==> config.mk <==
export PLATFORM = sky130hd
export DESIGN_NAME = fma_top
export DESIGN_NICKNAME = d
export VERILOG_FILES = /design/src/pkg/fma_pkg.sv /design/src/core/fma_chan.sv /design/src/core/fma_top.sv
export SDC_FILE = /design/constraint.sdc
export NUM_CORES = 1
export LEC_CHECK = 0
export ABC_CLOCK_PERIOD_IN_PS = 3900
export BUFFER_PORTS_ARGS = -buffer_cell sky130_fd_sc_hd__buf_4
export CAP_MARGIN = 15
export CORE_ASPECT_RATIO = 1.5
export CORE_MARGIN = 2
export CORE_UTILIZATION = 40
export CTS_CLUSTER_DIAMETER = 150
export DETAILED_ROUTE_END_ITERATION = 8
export SLEW_MARGIN = 40
export SYNTH_ARGS = -nofsm -noshare
export SYNTH_HDL_FRONTEND = slang
export SYNTH_SLANG_ARGS = --single-unit
==> constraint.sdc <==
create_clock -name CLK -period 3.9 [get_ports CLK]
set_clock_uncertainty 0.15 [all_clocks]
set_input_delay 0.195 -clock CLK [delete_from_list [all_inputs] [get_ports CLK]]
set_output_delay 0.195 -clock CLK [all_outputs]
set_load 0.005 [all_outputs]
==> src/pkg/fma_pkg.sv <==
// constants and types shared by the float-mode ambient monitor
package fma_pkg;

  // register addresses as printed for the serial register port
  localparam logic [7:0] ADDR_STATUS = 8'h04;
  localparam logic [7:0] ADDR_THR_A  = 8'h16;
  localparam logic [7:0] ADDR_THR_B  = 8'h1c;
  localparam logic [7:0] ADDR_LED_A  = 8'h3e;

  // field positions
  localparam int CNT_SEL_MSB = 15;
  localparam int CNT_SEL_LSB = 14;
  localparam int THR_MSB     = 13;
  localparam int LED_SEL_MSB = 15;
  localparam int LED_SEL_LSB = 14;
  localparam int WIDTH_MSB   = 12;
  localparam int WIDTH_LSB   = 8;
  localparam int OFFSET_MSB  = 7;
  localparam int SLOT_CHANS  = 4;

  // values after reset
  localparam logic [15:0] THR_RST     = 16'h0000;
  localparam logic [15:0] LED_CFG_RST = 16'h0320;
  localparam logic [7:0]  FLAGS_RST   = 8'h00;

  // exceedance targets for count codes 1, 2 and 3
  localparam logic [4:0] HITS_ONE     = 5'h01;
  localparam logic [4:0] HITS_FOUR    = 5'h04;
  localparam logic [4:0] HITS_SIXTEEN = 5'h10;

  // led timing: one step of width and delay in clock cycles
  localparam int CLK_PERIOD_NS = 10;
  localparam int LED_STEP_NS   = 1000;
  localparam int STEP_CYCLES   = LED_STEP_NS / CLK_PERIOD_NS;

  typedef enum logic [1:0] {
    FMA_IDLE  = 2'b00,
    FMA_DELAY = 2'b01,
    FMA_PULSE = 2'b10
  } fma_led_state_t;

endpackage

==> src/core/fma_chan.sv <==
// one channel: exceedance counter and sticky clear-on-read flag
module fma_chan (
  input  wire logic       clk,
  input  wire logic       srst,
  input  wire logic       hit,
  input  wire logic       clr,
  input  wire logic [1:0] count_sel,
  output logic            flag
);

  logic [4:0] cnt_r;
  logic [4:0] cnt_base;
  logic [4:0] cnt_nxt;
  logic [4:0] target;
  logic       flag_r;
  logic       flag_nxt;

  // count code to number of exceedances
  always_comb
  begin
    case (count_sel)
      2'h1:    target = fma_pkg::HITS_ONE;
      2'h2:    target = fma_pkg::HITS_FOUR;
      2'h3:    target = fma_pkg::HITS_SIXTEEN;
      default: target = 5'h00;
    endcase
  end

  // a clear restarts counting, a hit in the same cycle still counts
  always_comb
  begin
    cnt_base = clr ? 5'h00 : cnt_r;
    cnt_nxt  = (hit && cnt_base != fma_pkg::HITS_SIXTEEN) ? cnt_base + 5'h01 : cnt_base;
    flag_nxt = (flag_r && !clr) || (hit && target != 5'h00 && cnt_nxt >= target);
  end

  // counter and flag state
  always_ff @(posedge clk)
  begin
    if (srst)
    begin
      cnt_r  <= 5'h00;
      flag_r <= 1'b0;
    end
    else
    begin
      cnt_r  <= cnt_nxt;
      flag_r <= flag_nxt;
    end
  end

  assign flag = flag_r;
endmodule

==> src/core/fma_top.sv <==
// float-mode ambient monitor: thresholds, exceed flags and float led timing
// Function
// - in float subtract cycles, result above slot threshold bumps that channel count
// - count code 0 never flags; 1, 2, 3 flag after 1, 4, 16 exceedances
// - status bits 3:0 are slot A channels, bits 7:4 slot B channels
// - reading the status register returns flags then clears them
// - slot B has its own threshold and count code, behaves like slot A
// - slot A led choice: 0 none, 1 to 3 drive LED1 to LED3
// - slot A float pulse width in 1 us steps, reset value 0x03
// - slot A delay from slot start to first pulse, reset value 0x20
module fma_top #(
  parameter int ADC_W    = 14,
  parameter int NUM_CHAN = 4
) (
  input  wire logic        CLK,
  input  wire logic        SRST,
  input  wire logic [7:0]  REG_ADDR,
  input  wire logic [15:0] REG_WDATA,
  input  wire logic        REG_WR,
  input  wire logic        REG_RD,
  output logic      [15:0] REG_RDATA,
  output logic             REG_RVALID,
  input  wire logic        ADC_VALID,
  input  wire logic [13:0] ADC_RESULT,
  input  wire logic        ADC_SLOT,
  input  wire logic [1:0]  ADC_CHAN,
  input  wire logic        FLOAT_SUB,
  input  wire logic        SLOT_START,
  input  wire logic        SLOT_ID,
  output logic      [2:0]  FLOAT_LED
);

  localparam int DIV_W = $clog2(fma_pkg::STEP_CYCLES);
  localparam logic [DIV_W-1:0] DIV_LAST = DIV_W'(fma_pkg::STEP_CYCLES - 1);
  localparam logic [15:0] STEP16 = 16'(fma_pkg::STEP_CYCLES);

  generate
    if (ADC_W != 14 || NUM_CHAN != fma_pkg::SLOT_CHANS)
    begin : g_bad_cfg
      $error("fma_top serves 14-bit results and four channels per slot only");
    end
  endgenerate

  logic [15:0]          thr_a_r;
  logic [15:0]          thr_b_r;
  logic [15:0]          led_cfg_r;
  logic [15:0]          rdata_r;
  logic                 rvalid_r;
  logic [7:0]           flags;
  logic [7:0]           hit_vec;
  logic                 status_rd;
  fma_pkg::fma_led_state_t state_r;
  logic [7:0]           us_r;
  logic [DIV_W-1:0]     div_r;
  logic                 tick;
  logic [2:0]           led_r;
  logic [1:0]           choice_q;
  logic [4:0]           width_q;
  logic [7:0]           offset_q;
  logic [1:0]           cfg_choice;
  logic [4:0]           cfg_width;
  logic [7:0]           cfg_offset;
  logic                 start_a;

  assign status_rd  = REG_RD && REG_ADDR == fma_pkg::ADDR_STATUS;
  assign cfg_choice = led_cfg_r[fma_pkg::LED_SEL_MSB:fma_pkg::LED_SEL_LSB];
  assign cfg_width  = led_cfg_r[fma_pkg::WIDTH_MSB:fma_pkg::WIDTH_LSB];
  assign cfg_offset = led_cfg_r[fma_pkg::OFFSET_MSB:0];
  assign start_a    = SLOT_START && !SLOT_ID;

  // register writes; bit 13 of the led config is stored as written
  always_ff @(posedge CLK)
  begin
    if (SRST)
    begin
      thr_a_r   <= fma_pkg::THR_RST;
      thr_b_r   <= fma_pkg::THR_RST;
      led_cfg_r <= fma_pkg::LED_CFG_RST;
    end
    else if (REG_WR)
    begin
      if (REG_ADDR == fma_pkg::ADDR_THR_A)
      begin
        thr_a_r <= REG_WDATA;
      end
      else if (REG_ADDR == fma_pkg::ADDR_THR_B)
      begin
        thr_b_r <= REG_WDATA;
      end
      else if (REG_ADDR == fma_pkg::ADDR_LED_A)
      begin
        led_cfg_r <= REG_WDATA;
      end
    end
  end

  // read data, one cycle after the read strobe; unmapped reads give zero
  always_ff @(posedge CLK)
  begin
    if (SRST)
    begin
      rdata_r  <= 16'h0000;
      rvalid_r <= 1'b0;
    end
    else
    begin
      rvalid_r <= REG_RD;
      if (REG_RD)
      begin
        if (REG_ADDR == fma_pkg::ADDR_STATUS)
        begin
          rdata_r <= {8'h00, flags};
        end
        else if (REG_ADDR == fma_pkg::ADDR_THR_A)
        begin
          rdata_r <= thr_a_r;
        end
        else if (REG_ADDR == fma_pkg::ADDR_THR_B)
        begin
          rdata_r <= thr_b_r;
        end
        else if (REG_ADDR == fma_pkg::ADDR_LED_A)
        begin
          rdata_r <= led_cfg_r;
        end
        else
        begin
          rdata_r <= 16'h0000;
        end
      end
    end
  end

  assign REG_RDATA  = rdata_r;
  assign REG_RVALID = rvalid_r;

  // per channel compare and counter; slot A low nibble, slot B high nibble
  generate
    for (genvar i = 0; i < 2 * fma_pkg::SLOT_CHANS; i++)
    begin : g_chan
      localparam logic       IS_B = (i >= fma_pkg::SLOT_CHANS);
      localparam logic [1:0] CH   = 2'(i % fma_pkg::SLOT_CHANS);
      logic [13:0] thr;
      logic [1:0]  sel;
      assign thr = IS_B ? thr_b_r[fma_pkg::THR_MSB:0] : thr_a_r[fma_pkg::THR_MSB:0];
      assign sel = IS_B ? thr_b_r[fma_pkg::CNT_SEL_MSB:fma_pkg::CNT_SEL_LSB]
                        : thr_a_r[fma_pkg::CNT_SEL_MSB:fma_pkg::CNT_SEL_LSB];
      assign hit_vec[i] = ADC_VALID && FLOAT_SUB && ADC_SLOT == IS_B
                          && ADC_CHAN == CH && ADC_RESULT > thr;
      fma_chan u_chan (
        .clk       (CLK),
        .srst      (SRST),
        .hit       (hit_vec[i]),
        .clr       (status_rd),
        .count_sel (sel),
        .flag      (flags[i])
      );
    end
  endgenerate

  // 1 us step enable, restarted whenever a delay or pulse phase begins
  assign tick = (div_r == DIV_LAST);

  always_ff @(posedge CLK)
  begin
    if (SRST || state_r == fma_pkg::FMA_IDLE || (tick && us_r == 8'h01))
    begin
      div_r <= '0;
    end
    else if (tick)
    begin
      div_r <= '0;
    end
    else
    begin
      div_r <= div_r + DIV_W'(1);
    end
  end

  // float led sequencer for slot A: delay, then one pulse on the chosen led
  always_ff @(posedge CLK)
  begin
    if (SRST)
    begin
      state_r  <= fma_pkg::FMA_IDLE;
      us_r     <= 8'h00;
      led_r    <= 3'h0;
      choice_q <= 2'h0;
      width_q  <= 5'h00;
      offset_q <= 8'h00;
    end
    else
    begin
      case (state_r)
        fma_pkg::FMA_IDLE:
        begin
          if (start_a && cfg_choice != 2'h0)
          begin
            choice_q <= cfg_choice;
            width_q  <= cfg_width;
            offset_q <= cfg_offset;
            if (cfg_offset != 8'h00)
            begin
              state_r <= fma_pkg::FMA_DELAY;
              us_r    <= cfg_offset;
            end
            else if (cfg_width != 5'h00)
            begin
              state_r <= fma_pkg::FMA_PULSE;
              us_r    <= {3'h0, cfg_width};
              led_r   <= 3'h1 << (cfg_choice - 2'h1);
            end
          end
        end
        fma_pkg::FMA_DELAY:
        begin
          if (tick && us_r == 8'h01)
          begin
            if (width_q != 5'h00)
            begin
              state_r <= fma_pkg::FMA_PULSE;
              us_r    <= {3'h0, width_q};
              led_r   <= 3'h1 << (choice_q - 2'h1);
            end
            else
            begin
              state_r <= fma_pkg::FMA_IDLE;
            end
          end
          else if (tick)
          begin
            us_r <= us_r - 8'h01;
          end
        end
        fma_pkg::FMA_PULSE:
        begin
          if (tick && us_r == 8'h01)
          begin
            state_r <= fma_pkg::FMA_IDLE;
            led_r   <= 3'h0;
          end
          else if (tick)
          begin
            us_r <= us_r - 8'h01;
          end
        end
        default:
        begin
          state_r <= fma_pkg::FMA_IDLE;
          led_r   <= 3'h0;
        end
      endcase
    end
  end

  assign FLOAT_LED = led_r;

  // helper counters for timing checks
  logic [15:0] hi_cnt_r;
  logic [15:0] dly_cnt_r;

  always_ff @(posedge CLK)
  begin
    if (SRST)
    begin
      hi_cnt_r  <= 16'h0000;
      dly_cnt_r <= 16'h0000;
    end
    else
    begin
      hi_cnt_r  <= (led_r != 3'h0) ? hi_cnt_r + 16'h0001 : 16'h0000;
      dly_cnt_r <= (state_r == fma_pkg::FMA_DELAY) ? dly_cnt_r + 16'h0001 : 16'h0000;
    end
  end
endmodule

* After elaboration in Yosys (flattened, before gate mapping)
Cells that the tools add are included.
W data, S select, Z words.
** Word-level totals
- Flip-flop bits (word level) :: 140
- Output and inout port bits :: 20
** Cells by class
- Bitwise logic cells :: 3
- Mux-type cells :: 44
- $add $sub $neg :: 12
- Reductions and logical operators :: 84
- Shift operators :: 2
- Eq/ne operators :: 34
- Order comparisons :: 10
** Operators by type and width (number)
- $mux W5 :: 16
- $mux W16 :: 4
- $mux W8 :: 7
- $logic_and A1 B1 Y1 :: 55
- $add A5 B1 Y5 const B :: 8
- $ge A5 B5 Y1 :: 8
- $ne A5 B5 Y1 const B :: 8
- $pmux W5 S3 :: 2
- $gt A14 B14 Y1 :: 2
- $pmux W8 S3 :: 1
- $reduce_bool A5 Y1 :: 4
- $mux W3 :: 6
- $eq A8 B5 Y1 const B :: 2
- $eq A2 B2 Y1 const B :: 7
- $mux W2 :: 6
- $logic_or A1 B1 Y1 :: 10
- $ne A2 B2 Y1 const B :: 5
- $pmux W3 S3 :: 1
- $eq A2 B1 Y1 const B :: 4
- $eq A8 B1 Y1 const B :: 1
- $eq A8 B3 Y1 const B :: 1
- $eq A8 B6 Y1 const B :: 1
- $reduce_and A4 Y1 :: 2
- $reduce_bool A8 Y1 :: 1
- other kinds (19) :: 27

* Logic depth before layout (Yosys ltp)
- Depth after elaboration :: 9
- Depth in mapped cells :: 18
- Gate-level depth less buffers :: 15

* By module
From an unflattened synthesis, not the netlist that was laid out.
** Second synthesis, totals
- Cell total of the unflattened synthesis :: 1107
- Area total of the unflattened synthesis :: 8717.1 sq um
** By module, submodules not included
- fma_top :: area each 5083.6 sq um, cells an instance 651, instances 1, seq. area each 1841.8 sq um
- fma_chan :: area each 454.2 sq um, cells an instance 57, instances 8, seq. area each 120.1 sq um

* Worst setup path before layout
OpenSTA, ideal clock, no wires.
- Path kind :: input-to-reg
- From :: input port REG_ADDR[5]
- To :: register g_chan[3].u_chan.flag_r
- Stages :: 14
- Path slack :: 564 ps
- Path buffers :: 3
- Arrival :: 3054 ps
- Path through :: buf_2 > nor4_4 > nand3_1 > buf_2 > buf_1 > nand2_1 > ha_1 > and3_1 > a211oi_1 > o221ai_1 > ha_1 > or3b_2 > o221ai_1 > a32oi_1
** Between the ends
- Cells in the longest elaborated chain, start to end :: 9
- Elaborated cells on any way between the ends :: 12
** Ends and longest elaborated chain
- from (decl) :: line fma_top.sv:17 : input wire logic [7:0] REG_ADDR,
- $eq A8 B3 Y1 (*) :: line fma_top.sv:65 : assign status_rd = REG_RD && REG_ADDR == fma_pkg::ADDR_STATUS;
- $logic_and A1 B1 Y1 (*) :: line fma_top.sv:65
- branches (longest 6 deep; another with $add A5 B1 Y5)
- $logic_or A1 B1 Y1 (*) :: line fma_chan.sv:34 : flag_nxt = (flag_r && !clr) || (hit && target != 5'h00 && cnt_nxt >= target);
- to (signal assigned) :: line fma_chan.sv:48 : flag_r <= flag_nxt;
- to (decl) :: line fma_chan.sv:15 : logic flag_r;
Mark *: on every way between the ends.
A chain may end at the register's enable or synchronous reset.

* Worst setup path in the final report
- From :: register thr_a_r[13]
- To :: register g_chan[2].u_chan.flag_r
** Between the ends
- Cells in the longest elaborated chain, start to end :: 7
- Elaborated cells on any way between the ends :: 8
** Ends and longest elaborated chain
- from (decl) :: line fma_top.sv:44 : logic [15:0] thr_a_r;
- from (signal assigned) :: line fma_top.sv:76 : thr_a_r <= fma_pkg::THR_RST;
- $gt A14 B14 Y1 (*) :: line fma_top.sv:149 : && ADC_CHAN == CH && ADC_RESULT > thr;
- $logic_and A1 B1 Y1 (*) :: line fma_top.sv:149
- $logic_and A1 B1 Y1 :: line fma_chan.sv:33 : cnt_nxt = (hit && cnt_base != fma_pkg::HITS_SIXTEEN) ? cnt_base + 5'h01 : cnt_base;
- $mux W5 :: line fma_chan.sv:33
- $ge A5 B5 Y1 :: line fma_chan.sv:34
- $logic_and A1 B1 Y1 (*) :: line fma_chan.sv:34
- $logic_or A1 B1 Y1 (*) :: line fma_chan.sv:34
- to (signal assigned) :: line fma_chan.sv:48
- to (decl) :: line fma_chan.sv:15
Mark *: on every way between the ends. The rest lies on a longest branch, timed or not.

==> out/qor.yml <==
run_status:
  status: "finished clean"
die:
  pin_count: 69
  start_util_pct: 41.0
  core_area_mm2: 0.0199
  die_area_mm2: 0.0215
  rows: 63
  fp.dieH_um: 179
  dieWidth_um: 120
synth:
  yosysWarnings: 0
  synth.top_cell.area_share_pct: 34.4
  syn_avg_cell_area_um2: 7.91
  netlist_area_mm2: 0.00814
  synth_top_flop_cell: "dfxtp_1"
  async_flop_share_pct: 0
  synthTopCellsByArea: "dfxtp_1, ha_1, nand2_1"
  syn_nets: 1153
  yosys.area.top_type: "dfxtp_1"
  ys_seq_area_share_pct: 34.4
  synth_most_common_cell: "nand2_1"
  yosysUniqueCellTypes: 73
  synthTopCellsByCount: "nand2_1, dfxtp_1, a21oi_1"
  ys_seq_elements: 140
  synth_edf_count: 0
  syn_inst: 1029
route:
  wl_per_cell_um: 16.4
  routed_via_density: 5.42
  ant_nets: 0
  drc: 0
  dr.first_iter.drc_count: 457
  firstDrtPassIters: 7
  dr_total_vias: 7435
  routed_wl_um: 22500
placement:
  port_buffers: 68
  place.gp.congestion: 0.895
  place.detailed.hpwl_um: 16600
critical_path:
  crit_end: "g_chan[2].u_chan.flag"
  endpoint_kind: "register"
  reg2reg_from: "thr_a_r[13]"
  rrSetupSlack_ns: 0.28
  r2r_cells: 12
  critPathSlowestCell: "or3b_2"
  crit_path_cell_trace: "inv_1 -> ha_1 -> nand4_1 -> nor3_1 -> a211o_1 -> or2_2 -> a211oi_1 -> o221ai_1 -> ha_1 -> or3b_2 -> o221ai_1 -> a32oi_1"
  reg2reg_to: "g_chan[2].u_chan.flag"
  critPathLaunchType: "register"
  critPathMaxFanout: 4
  critPathMaxStageDelay_ns: 0.47
  cp-startpoint: "thr_a_r[13]"
  cp.required_ns: 4.04
  path_class: "register to register"
  arrival_ns: 3.77
clock_network:
  cts_tree: "yes"
  cts_buffers: 17
  clock_path_buffers: 2
  cts_root_buffer: "clkbuf_16"
  h-tree-depth: 4
  clk_latency_ns: 0.43
  cts_sinks: 140
  clkTransAtPathRegs_ns: 0.07
power:
  clkPwrFrac_pct: 46.1
  p_sw_mw: 1.00
  vdd_drop_max_v: 0.000279
  p_comb_share_pct: 13.1
  p_int_mw: 2.58
  power.leakage_nw: 3.77
  p_sw_share_pct: 27.9
  power_density_mw_per_mm2: 371
  pwr-share-seq_pct: 40.9
timing:
  final_max_slew_viol_count: 0
  fin_tns_setup_ns: 0
  finalHoldViolations: 0
  fin_crit_sh_pct: 92.9
  rsz0062_at_grt: "false"
  fmax_mhz: 276
  fin_crit_ns: 3.62
  max_slew.worst_pin.slew_ns: 0.768
  slew_headroom_pct: 48.6
  whs_ns: 0.0139
  setup_viol: 0
layout:
  postLayoutCoreUtil_pct: 48.7
  layout-drive-gt1-share_pct: 12.9
  diodes: 0
  syn_to_final_growth_pct: 18.7
  nets: 1224
global_route:
  grt_pass1_vias: 7318
  grt_pass1_wl_um: 36700
  grt_antenna_before_repair: 1
  grt_max_degree: 72
  grtUsageTotal_pct: 21.5
  grt-ovfl-total: 0
min_path:
  hp-class: "primary input to register"
  hold_path.startpoint: "ADC_CHAN[1]"
flow_run:
  max-cap-violations: 0
## layout by cell type, fill, tap and decap left out, types with 16 or more instances in the layout
| master | n |
|---|---|
| nand2_1 | 181 |
| dfxtp_1 | 140 |
| a21oi_1 | 109 |
| nor2_1 | 106 |
| buf_4 | 76 |
| ha_1 | 75 |
| inv_1 | 65 |
| nand3_1 | 28 |
| o21ai_0 | 20 |
| nor2b_1 | 19 |
| xor2_1 | 17 |
| clkbuf_16 | 17 |
| dlygate4sd3_1 | 16 |
## power groups by stage
stage               logic, mW  registers (mW)  clock network (mW)
floorplan               0.310            1.49                   0
global placement        0.453            1.49                   0
detailed placement      0.453            1.50                   0
CTS                     0.469            1.46                1.68
global route            0.530            1.46                1.74
finish                  0.468            1.46                1.65
## state kept, by name (all words and copies together), names as in the netlist, 5 cells and up
name and cells:
g_chan.u_chan.cnt_r 40, REG_RDATA 16, led_cfg_r 16, thr_a_r 16
thr_b_r 16, g_chan.u_chan.flag 8, us_r 8, div_r 7
width_q 5
## timing repair
item / 4_1_cts / 5_1_grt
resized for setup: 0 / 1
hold endpoints to repair: 48 / 0
setup buffers: 0 / 0
hold buffers: 16 / 0
endpoints found under the setup margin: 0 / 1
## cells by family after synthesis
logic type | synth area share (%)
AND/OR/NAND/NOR | 25.8
AO/OA/AOI/OAI | 17.9
buffers and inverters | 5.18
adder cells (fa/ha/maj) | 11.5
XOR/XNOR | 3.44
flip-flops | 34.4
multiplexers | 1.75
## stage by stage
step	setup slack, ns	cells	area, um2	total power [mW]
after detailed placement	0.159	1325	8900	1.95
after global placement	0.227	1325	8900	1.95
after global routing	0.0160	1373	9670	3.74
after CTS	0.142	1373	9660	3.62
final	0.277	1373	9670	3.58
after floorplan	0.564	1029	8140	1.80
## area by class of cell
type                            instances  area (um2)
Clock buffer                           19         433
Tap cell                              260         325
Fill cell                            1992       10200
Sequential cell                       140        2800
Timing Repair Buffer                   94         762
Clock inverter                         13         158
Multi-Input combinational cell        780        4930
Inverter                               67         251
## how the worst min path moves through the flow
stage	slack, ns	end	depth (start not counted)
floorplan	0.17	led_cfg_r[5]	2
global placement	0.30	div_r[0]	1
detailed placement	0.30	div_r[0]	1
CTS	0.008	g_chan[1].u_chan.flag	4
global route	0.04	g_chan[1].u_chan.flag	4
finish	0.01	g_chan[1].u_chan.flag	4
## routing by layer
layer	track usage, %	routed length (um)
met5	0	13
met4	9.45	760
met3	2.99	768
met2	39.2	11700
met1	24.8	9270
## critical path, delay by kind of cell, from the launching register on
| kind | cells | cell delay [ns] |
|---|---|---|
| buffers and inverters | 1 | 0.05 |
| AO/OA/AOI/OAI | 5 | 1.26 |
| adder cells (fa/ha/maj) | 2 | 0.61 |
| AND/OR/NAND/NOR | 4 | 1.05 |
| flip-flops | 1 | 0.35 |
Note: power is estimated with default switching activity, not from simulation.
